<file path="config.mk">
export PLATFORM = sky130hd
export DESIGN_NAME = plrp_top
export DESIGN_NICKNAME = d
export VERILOG_FILES = /design/src/hdl/plrp_top.v
export VERILOG_INCLUDE_DIRS = /design/src /design/src/include
export SDC_FILE = /design/constraint.sdc
export NUM_CORES = 1
export LEC_CHECK = 0
export BUFFER_PORTS_ARGS = -buffer_cell sky130_fd_sc_hd__buf_4
export CORE_MARGIN = 3
export CORE_UTILIZATION = 58
export DETAILED_ROUTE_END_ITERATION = 10
export GPL_TIMING_DRIVEN = 0
export PLACE_DENSITY = 0.85
export SLEW_MARGIN = 40
export SYNTH_ARGS = -nofsm -noshare
export SYNTH_HDL_FRONTEND = slang
export SYNTH_SLANG_ARGS = --single-unit
</file>
<file path="constraint.sdc">
create_clock -name I_SYS_CLK -period 3.1 [get_ports I_SYS_CLK]
set_clock_uncertainty 0.2 [all_clocks]
set_input_delay 0.155 -clock I_SYS_CLK [delete_from_list [all_inputs] [get_ports I_SYS_CLK]]
set_output_delay 0.155 -clock I_SYS_CLK [all_outputs]
set_load 0.05 [all_outputs]
</file>
<file path="src/include/plrp_defines.vh">
// Constants for the per-port lamp, reset and sleep/interrupt pin logic.
`ifndef PLRP_DEFINES_VH
`define PLRP_DEFINES_VH

// ==========================================================
// Timing
// ==========================================================
// Reference clock rate in MHz and kHz.
`define PLRP_SYS_CLK_MHZ 25
`define PLRP_SYS_CLK_KHZ 25000
// Least reset low time in nanoseconds.
`define PLRP_RST_MIN_NS 1000
// Strap settle window after reset release, least time rounded up.
`define PLRP_STRAP_CYC ((`PLRP_RST_MIN_NS*`PLRP_SYS_CLK_MHZ+999)/1000)
// Half period of the activity blink in milliseconds.
`define PLRP_BLINK_HALF_MS 50
`define PLRP_BLINK_HALF_CYC (`PLRP_BLINK_HALF_MS*`PLRP_SYS_CLK_KHZ)

// ==========================================================
// Register offsets (byte addresses)
// ==========================================================
`define PLRP_ADDR_CTRL 4'h0
`define PLRP_ADDR_STATUS 4'h4
`define PLRP_ADDR_IRQ_STAT 4'h8
`define PLRP_ADDR_IRQ_MASK 4'hc

// ==========================================================
// Field positions
// ==========================================================
// Control: mode 3 select per port, duplex-in-place-of-collision
// per port, interrupt pin function per port.
`define PLRP_CTRL_MODE3 0
`define PLRP_CTRL_DUPLEX 2
`define PLRP_CTRL_IRQ_FN 4
`define PLRP_CTRL_W 6
// Status: captured mode strap, sleep request per port, link per
// port, sequence done.
`define PLRP_STAT_MODE_STRAP 0
`define PLRP_STAT_SLEEP 1
`define PLRP_STAT_LINK 3
`define PLRP_STAT_DONE 5
// Interrupt bits: three per port, port A low.
`define PLRP_IRQ_LINK 0
`define PLRP_IRQ_SPEED 1
`define PLRP_IRQ_DUPLEX 2
`define PLRP_IRQ_W 6

// ==========================================================
// Reset values
// ==========================================================
`define PLRP_CTRL_RST 6'h00
`define PLRP_IRQ_MASK_RST 6'h00

`endif

</file>
<file path="src/hdl/plrp_top.v">
// Lamp drivers, reset sequence and sleep/interrupt pins for two ports.
`timescale 1ns/1ps
`include "plrp_defines.vh"
module plrp_top #(
  parameter BLINK_HALF_CYC = `PLRP_BLINK_HALF_CYC,
  parameter BLINK_W = 21
) (
  // Clock and reset.
  input wire I_SYS_CLK,
  input wire I_ARST_N,
  // Register port.
  input wire [3:0] I_ADDR,
  input wire [31:0] I_WDATA,
  input wire I_WR,
  input wire I_RD,
  output reg [31:0] O_RDATA,
  // Status from the transceiver core, same clock, index 0 is port A.
  input wire [1:0] I_LINK_GOOD,
  input wire [1:0] I_SPEED_100,
  input wire [1:0] I_FULL_DUPLEX,
  input wire [1:0] I_TX_ACTIVE,
  input wire [1:0] I_RX_ACTIVE,
  input wire [1:0] I_COLLISION,
  // Lamp mode strap pin.
  input wire I_LED_CFG_STRAP,
  // Port A lamp pins, each input, output and output enable.
  input wire I_PORT_A_LINK_LAMP,
  output wire O_PORT_A_LINK_LAMP,
  output wire O_PORT_A_LINK_LAMP_OE,
  input wire I_PORT_A_RATE_LAMP,
  output wire O_PORT_A_RATE_LAMP,
  output wire O_PORT_A_RATE_LAMP_OE,
  input wire I_PORT_A_TRAFFIC_LAMP,
  output wire O_PORT_A_TRAFFIC_LAMP,
  output wire O_PORT_A_TRAFFIC_LAMP_OE,
  // Port B lamp pins.
  input wire I_PORT_B_LINK_LAMP,
  output wire O_PORT_B_LINK_LAMP,
  output wire O_PORT_B_LINK_LAMP_OE,
  input wire I_PORT_B_RATE_LAMP,
  output wire O_PORT_B_RATE_LAMP,
  output wire O_PORT_B_RATE_LAMP_OE,
  input wire I_PORT_B_TRAFFIC_LAMP,
  output wire O_PORT_B_TRAFFIC_LAMP,
  output wire O_PORT_B_TRAFFIC_LAMP_OE,
  // Shared sleep / interrupt pins, open drain.
  input wire I_PORT_A_SLEEP_IRQ_PIN,
  output wire O_PORT_A_SLEEP_IRQ_PIN,
  output wire O_PORT_A_SLEEP_IRQ_PIN_OE,
  input wire I_PORT_B_SLEEP_IRQ_PIN,
  output wire O_PORT_B_SLEEP_IRQ_PIN,
  output wire O_PORT_B_SLEEP_IRQ_PIN_OE,
  // Power-down request to the core and combined interrupt.
  output reg [1:0] O_POWER_DOWN,
  output wire O_IRQ
);

  // ========================================================
  // Constants and states
  // ========================================================
  // Strap window length. The macro is a 32-bit integer, so the
  // last count is cut to the counter width on purpose.
  localparam integer STRAP_LAST_I = `PLRP_STRAP_CYC - 1;
  localparam [7:0] STRAP_LAST = STRAP_LAST_I[7:0];
  // Sequence states, one-hot.
  localparam [1:0] ST_STRAP = 2'h1;
  localparam [1:0] ST_RUN = 2'h2;

  // ========================================================
  // Pin synchronisers
  // ========================================================
  // Raw pin levels: six lamps, two shared pins, mode strap.
  wire [8:0] pin_raw;
  // First and second synchroniser stages.
  reg [8:0] pin_meta;
  reg [8:0] pin_sync;

  assign pin_raw = {I_LED_CFG_STRAP,
                    I_PORT_B_SLEEP_IRQ_PIN, I_PORT_A_SLEEP_IRQ_PIN,
                    I_PORT_B_TRAFFIC_LAMP, I_PORT_B_RATE_LAMP,
                    I_PORT_B_LINK_LAMP,
                    I_PORT_A_TRAFFIC_LAMP, I_PORT_A_RATE_LAMP,
                    I_PORT_A_LINK_LAMP};

  // Resetting to zero makes the shared pins look like a sleep request;
  // that is harmless because run stays low until real levels arrive.
  // Two flip-flops on every pin; only pin_sync is read onward.
  always @(posedge I_SYS_CLK or negedge I_ARST_N) begin
    if (!I_ARST_N) begin
      pin_meta <= 9'h000;
      pin_sync <= 9'h000;
    end else begin
      pin_meta <= pin_raw;
      pin_sync <= pin_meta;
    end
  end

  // ========================================================
  // Reset sequence and strap capture
  // ========================================================
  // Sequence state and settle counter.
  reg [1:0] state;
  reg [7:0] strap_cnt;
  // Captured lamp pulls (1 = pulled up) and mode strap.
  reg [5:0] lamp_pull;
  reg mode_strap;
  // True once straps are held and pins take their functions.
  wire run;

  assign run = state[1];

  // The async reset cannot sample a pin, so the pins are left
  // undriven for a settle window after release and the synced
  // levels are caught at its end. Every assertion of reset
  // restarts this whole sequence.
  always @(posedge I_SYS_CLK or negedge I_ARST_N) begin
    if (!I_ARST_N) begin
      state <= ST_STRAP;
      strap_cnt <= 8'h00;
      lamp_pull <= 6'h00;
      mode_strap <= 1'b0;
    end else begin
      case (state)
        ST_STRAP: begin
          if (strap_cnt == STRAP_LAST) begin
            // Catch every strap, lamps included.
            lamp_pull <= pin_sync[5:0];
            mode_strap <= pin_sync[8];
            state <= ST_RUN;
          end else begin
            strap_cnt <= strap_cnt + 8'h01;
          end
        end
        ST_RUN: begin
          state <= ST_RUN;
        end
        default: begin
          state <= ST_STRAP;
        end
      endcase
    end
  end

  // ========================================================
  // Software registers
  // ========================================================
  // Control, interrupt status and interrupt mask.
  reg [5:0] ctrl;
  reg [5:0] irq_stat;
  reg [5:0] irq_mask;
  // Events raised by the port logic this cycle.
  wire [5:0] irq_set;
  // Write strobes decoded per register.
  wire wr_ctrl;
  wire wr_istat;
  wire wr_imask;
  // Read data for the addressed register.
  reg [31:0] next_rdata;
  // Unmasked pending bits.
  wire [5:0] irq_live;

  assign wr_ctrl = I_WR && (I_ADDR == `PLRP_ADDR_CTRL);
  assign wr_istat = I_WR && (I_ADDR == `PLRP_ADDR_IRQ_STAT);
  assign wr_imask = I_WR && (I_ADDR == `PLRP_ADDR_IRQ_MASK);
  assign irq_live = irq_stat & irq_mask;
  assign O_IRQ = |irq_live;

  // Register writes; all bits go back to defaults on reset.
  // Only the low six write data bits are kept; the rest are ignored.
  always @(posedge I_SYS_CLK or negedge I_ARST_N) begin
    if (!I_ARST_N) begin
      ctrl <= `PLRP_CTRL_RST;
      irq_mask <= `PLRP_IRQ_MASK_RST;
      irq_stat <= 6'h00;
    end else begin
      if (wr_ctrl) begin
        ctrl <= I_WDATA[5:0];
      end
      if (wr_imask) begin
        irq_mask <= I_WDATA[5:0];
      end
      // Write one to clear; a new event in the same cycle wins.
      // A clear that loses to a new event leaves the bit set, so
      // software never misses that change.
      if (wr_istat) begin
        irq_stat <= (irq_stat & ~I_WDATA[5:0]) | irq_set;
      end else begin
        irq_stat <= irq_stat | irq_set;
      end
    end
  end

  // Read mux; unmapped offsets read as zero.
  always @* begin
    next_rdata = 32'h0000_0000;
    if (I_RD) begin
      case (I_ADDR)
        `PLRP_ADDR_CTRL: begin
          next_rdata = {26'h000_0000, ctrl};
        end
        `PLRP_ADDR_STATUS: begin
          next_rdata = {26'h000_0000, run, I_LINK_GOOD,
                        O_POWER_DOWN, mode_strap};
        end
        `PLRP_ADDR_IRQ_STAT: begin
          next_rdata = {26'h000_0000, irq_stat};
        end
        `PLRP_ADDR_IRQ_MASK: begin
          next_rdata = {26'h000_0000, irq_mask};
        end
        default: begin
          next_rdata = 32'h0000_0000;
        end
      endcase
    end
  end

  // Read data stands only in the cycle after the strobe.
  always @(posedge I_SYS_CLK or negedge I_ARST_N) begin
    if (!I_ARST_N) begin
      O_RDATA <= 32'h0000_0000;
    end else begin
      O_RDATA <= next_rdata;
    end
  end

  // ========================================================
  // Per-port lamp and shared pin logic
  // ========================================================
  // Lamp drive levels, three per port, port A low.
  wire [5:0] lamp_out;
  // Shared pin drive enables.
  wire [1:0] sleep_pin_oe;
  // Sleep request seen on the shared pins.
  wire [1:0] sleep_req;

  genvar p;
  generate
    for (p = 0; p < 2; p = p + 1) begin : g_port
      // Blink timebase and phase, private to this port.
      reg [BLINK_W-1:0] blink_cnt;
      reg blink_on;
      // Previous core status, for change events.
      reg link_q;
      reg speed_q;
      reg dup_q;
      // Lit levels before polarity.
      wire active;
      wire mode1;
      wire lit_link;
      wire lit_rate;
      wire lit_traffic;
      wire irq_pending;
      // Last blink count, cut to the counter width on purpose.
      localparam integer BLINK_LAST_I = BLINK_HALF_CYC - 1;
      localparam [BLINK_W-1:0] BLINK_LAST = BLINK_LAST_I[BLINK_W-1:0];

      // Each port keeps its own timebase; sharing one would save flops
      // but would tie the blink phases of the two ports together.
      // Free-running toggle gives a slow, visible blink.
      always @(posedge I_SYS_CLK or negedge I_ARST_N) begin
        if (!I_ARST_N) begin
          blink_cnt <= {BLINK_W{1'b0}};
          blink_on <= 1'b0;
        end else if (blink_cnt == BLINK_LAST) begin
          blink_cnt <= {BLINK_W{1'b0}};
          blink_on <= ~blink_on;
        end else begin
          blink_cnt <= blink_cnt + {{(BLINK_W-1){1'b0}}, 1'b1};
        end
      end

      // Track status to raise change events.
      always @(posedge I_SYS_CLK or negedge I_ARST_N) begin
        if (!I_ARST_N) begin
          link_q <= 1'b0;
          speed_q <= 1'b0;
          dup_q <= 1'b0;
        end else begin
          link_q <= I_LINK_GOOD[p];
          speed_q <= I_SPEED_100[p];
          dup_q <= I_FULL_DUPLEX[p];
        end
      end

      // Events count only once the sequence has finished.
      assign irq_set[3*p+`PLRP_IRQ_LINK] =
        run && (link_q != I_LINK_GOOD[p]);
      assign irq_set[3*p+`PLRP_IRQ_SPEED] =
        run && (speed_q != I_SPEED_100[p]);
      assign irq_set[3*p+`PLRP_IRQ_DUPLEX] =
        run && (dup_q != I_FULL_DUPLEX[p]);

      // Strap 1 gives mode 1; mode 3 by software overrides.
      assign active = I_TX_ACTIVE[p] | I_RX_ACTIVE[p];
      assign mode1 = mode_strap && !ctrl[`PLRP_CTRL_MODE3+p];
      // Link lamp: steady in mode 1, blinks on traffic otherwise.
      assign lit_link = mode1 ? I_LINK_GOOD[p] :
        (I_LINK_GOOD[p] && !(active && blink_on));
      // Rate lamp has no mode term at all.
      assign lit_rate = I_SPEED_100[p];
      // Traffic lamp: activity, collision, or duplex in mode 3.
      assign lit_traffic = mode1 ? active :
        ((ctrl[`PLRP_CTRL_MODE3+p] && ctrl[`PLRP_CTRL_DUPLEX+p]) ?
         I_FULL_DUPLEX[p] : I_COLLISION[p]);
      // A pin pulled up lights low, pulled down lights high.
      assign lamp_out[3*p] = lit_link ^ lamp_pull[3*p];
      assign lamp_out[3*p+1] = lit_rate ^ lamp_pull[3*p+1];
      assign lamp_out[3*p+2] = lit_traffic ^ lamp_pull[3*p+2];

      // Shared pin: in interrupt function pull low on pending interrupt, else release.
      assign irq_pending = |irq_live[3*p+2:3*p];
      assign sleep_pin_oe[p] = run && ctrl[`PLRP_CTRL_IRQ_FN+p] &&
        irq_pending;
      assign sleep_req[p] = run && !ctrl[`PLRP_CTRL_IRQ_FN+p] &&
        !pin_sync[6+p];
    end
  endgenerate

  // Limitation: leaving the interrupt function while this port still
  // pulls its pin low lets the synchroniser show that low level for
  // two more cycles, which reads as a short power-down request.
  // Software should clear pending events before switching back.
  // Power-down follows the synced pin while in sleep function.
  always @(posedge I_SYS_CLK or negedge I_ARST_N) begin
    if (!I_ARST_N) begin
      O_POWER_DOWN <= 2'h0;
    end else begin
      O_POWER_DOWN <= sleep_req;
    end
  end

  // ========================================================
  // Pin drivers
  // ========================================================
  // Lamps stay undriven during the strap window so the pulls
  // can be read; the levels themselves are combinational.
  assign O_PORT_A_LINK_LAMP = lamp_out[0];
  assign O_PORT_A_RATE_LAMP = lamp_out[1];
  assign O_PORT_A_TRAFFIC_LAMP = lamp_out[2];
  assign O_PORT_B_LINK_LAMP = lamp_out[3];
  assign O_PORT_B_RATE_LAMP = lamp_out[4];
  assign O_PORT_B_TRAFFIC_LAMP = lamp_out[5];
  assign O_PORT_A_LINK_LAMP_OE = run;
  assign O_PORT_A_RATE_LAMP_OE = run;
  assign O_PORT_A_TRAFFIC_LAMP_OE = run;
  assign O_PORT_B_LINK_LAMP_OE = run;
  assign O_PORT_B_RATE_LAMP_OE = run;
  assign O_PORT_B_TRAFFIC_LAMP_OE = run;
  // Open drain: only ever drives low.
  assign O_PORT_A_SLEEP_IRQ_PIN = 1'b0;
  assign O_PORT_B_SLEEP_IRQ_PIN = 1'b0;
  assign O_PORT_A_SLEEP_IRQ_PIN_OE = sleep_pin_oe[0];
  assign O_PORT_B_SLEEP_IRQ_PIN_OE = sleep_pin_oe[1];

endmodule // plrp_top

</file>
==> key figures <==
Setup path
  • R2r setup slk: 0.63 ns
  • Worst Path Max Fanout: 10
  • Worst path top cell family by delay: simple AND/OR/NAND/NOR gates
  • Critical path type: reg -> reg
  • Worst path required time: 3.11 ns
  • Peak per-stage delay on the critical path: 0.47 ns
  • CP max stage cell: or4_1
  • Worst Setup End Kind: register
  • Number of buffers and inverters on the critical path: 1
  • Crit path cell chain: ha_1 -> nand3_1 -> or4_1 -> nor4_2 -> buf_2 -> a211oi_1
  • CP startpoint kind: register
  • CP arrival: around 2.5 ns

Pwr
  • LEAKAGE: 2.86 nW
  • Sequential Power Share: 54.9%
  • Clock power share: 27.9%
  • P_sw: 838 uW
  • Sw Share: 29.5%
  • Pwr dens: 466 nW/um^2
  • Gate power share: between 15 and 20%
  • Internal: roughly 2.0 mW
  • Peak supply drop: roughly 0.34 mV

Hold path
  • Worst Hold Class: in -> reg

Logic synthesis
  • Warnings from Yosys: 0
  • Cell count after synthesis: 415
  • Synth cell types: between 40 and 50
  • Mean Syn Cell Area: 12.0 sq um
  • Share of the synthesized area in the top cell type: between 50% and 60%
  • Leading area contributor after synthesis: dfrtp_1
  • Sequential area share after synthesis: roughly 56%
  • Seq cells post-synth: around 110
  • Post-Syn Area: 4960 sq um
  • Largest cells by area after synthesis: dfrtp_1, buf_4, mux2_2

Place
  • DP HPWL: just under 7 mm
  • Placed cells: between 600 and 700
  • GP Congestion: a little under 0.9
  • Port bufs: 56
  • Area of placed instances: 5630 sq um

Timing
  • Final setup violation count: 0
  • Worst slew pin tran: 0.745 ns
  • RSZ-0062 raised after global routing: false
  • TNS Setup: 0 ns
  • Relative max-transition margin: 49.9%
  • Worst hold margin: roughly 0.0064 ns
  • F_max: 405 MHz
  • Final count of hold timing violations: 0
  • Final critical-path share of the clock period: 79.7%
  • Final Slew Violations: 0
  • Tmin final: 2.47 ns

Status
  • Outcome: finished, final reports clean

Global routing
  • Largest net degree at the start of global routing: 112
  • Initial antenna violation count: 0
  • Total track usage: a little over a fifth
  • Total gr overflow: 0
  • Vias in the first global route: about 3.5k
  • Global-route wire length before repair: about 17 mm

Floorplan
  • Die X: ~99 um
  • Initial core utilization: 60.1%
  • Boundary Pins: 112
  • Area of the core: 8260 sq um
  • Die Ht: roughly 100 um
  • Num rows: 33
  • Die ar.: 9710 sq um

Cells and area
  • Area Growth Syn to Fin: 22.8%
  • Most common cell after layout, fill and taps aside: dfrtp_1
  • Post-layout utilization of the core: between 70 and 80%
  • Commonest cells after routing, fill and taps aside: dfrtp_1, buf_4, nor2_1
  • Finished Cell Area: 6100 sq um
  • Final-stage net count: 602
  • Fill cells: 554
  • Final Non-Filler Cells: 646
  • Ratio of cells with drive above 1 in the final layout: 26.8%
  • Diode count: 0

Detailed routing
  • Initial drt markers: ~190
  • DR pass1 iterations: 4
  • Drt wl/cell: 15.7 um
  • Drc violations: 0
  • DRT antenna net count: 0
  • Post-DR vias/cell: 5.43
  • WL final: between 10 and 15 mm
  • Vias: 3,508

Clock tree
  • Htree depth: 3
  • Post_cts resized: 0
  • Root Driver: clkbuf_8
  • TritonCTS buffer count: 9
  • Clock Sinks: roughly 110
  • Worst skew pair latency: 0.38 ns
  • Clk slew on worst S/H paths: 0.12 ns
  • CTS tree: done
  • Maximum clock path buffer count: 2

Run
  • MaxCap Viol Count: 0
per-stage QoR:
| stage | setup WS (ns) | power, mW |
|---|---|---|
| finish | 0.629 | 2.84 |
| global route | 0.511 | 2.96 |
| CTS | 0.643 | 2.85 |
| detailed placement | 0.687 | 2.05 |
| global placement | 0.752 | 2.03 |
| floorplan | 0.788 | 1.89 |
area by class of cell:
type	instances	area [sq um]	share of cell area [%]
flip-flops and latches	111	2780	45.6
clock buffers	10	128	2.09
plain buffers	40	278	4.55
well taps	105	131	2.15
repair buffers	83	716	11.7
inverters	8	30.0	0.492
clock inverters	6	52.6	0.862
multi-input cells	283	1980	32.5
Yosys cell counts:
cell,number
nor2_1,31
mux2_2,21
a22o_1,6
nand4_1,14
dfstp_2,1
mux2i_1,5
or4_4,2
nor4_1,5
nor2_2,1
nand2_2,1
or4_1,3
conb_1,1
o31ai_1,1
nor2b_1,5
buf_2,3
nor4_2,3
clkbuf_1,4
a31oi_1,2
a211oi_1,6
and4_1,5
buf_4,33
nand3b_1,1
inv_1,8
nand3_1,18
nand4b_1,1
xor2_1,27
nor4b_1,2
a21oi_1,4
xnor2_1,27
o21ai_0,6
nand3_2,1
a41oi_1,1
and3_1,10
a222oi_1,2
a21bo_1,1
mux4_2,3
dfrtp_1,110
ha_1,5
and3_2,1
and4b_1,1
nand2_1,21
a221oi_1,3
a21oi_2,1
nor3_1,7
a21bo_2,1
what timing repair did:
action,CTS,global route
hold buffers,26,0
endpoints found under the hold margin,149,0
setup buffers,0,0
setup endpoints to repair,0,0
metal layers:
metal / track usage [%] / vias up / wire length (um)
met5: 0 / - / 0
met4: 5.57 / 0 / 199
met3: 4.81 / 20 / 517
met2: 36.3 / 115 / 5070
met1: 29.1 / 1726 / 4370
li1: - / 1647 / -
power groups by stage:
stage	clock network, mW	registers (mW)	logic [mW]
floorplan	0	1.60	0.294
CTS	0.807	1.56	0.483
global placement	0	1.59	0.445
global route	0.874	1.57	0.519
detailed placement	0	1.59	0.456
finish	0.795	1.56	0.487
flip-flops by register name (all words and copies together), names as in the netlist:
register and count:
irq_stat 6, g_port.blink_on 2, O_POWER_DOWN 2, lamp_pull 6
strap_cnt 8, g_port.link_q 2, pin_sync 9, g_port.dup_q 2
mode_strap 1, O_RDATA 6, g_port.speed_q 2, pin_meta 9
irq_mask 6, g_port.blink_cnt 42, ctrl 6, state 2
final timing paths:
kind | from | to | cells after the start
setup / recovery | g_port[1].blink_cnt[0] | g_port[1].blink_cnt[17] | 6
hold / removal | I_ADDR[3] | ctrl[5] | 3
setup reg to reg | g_port[1].blink_cnt[0] | g_port[1].blink_cnt[17] | 6
hold reg to reg | pin_meta[0] | pin_sync[0] | 0
max in group asynchronous | I_ARST_N | state[0] | 3
min in group asynchronous | I_ARST_N | O_RDATA[5] | 2
logic make-up after synthesis:
family | synth area share, %
compound gates | 5.07
xor+xnor | 9.53
buf+inv | 6.20
other cells | 0.0755
simple gates | 14.8
fa+ha+maj | 1.26
mux | 7.13
flops | 56.0
tightest hold or removal path: stages:
cell    delay (ns)
buf_4         0.09
nor3_2        0.09
mux2_2        0.23
Power figures use the tool's default switching activity.
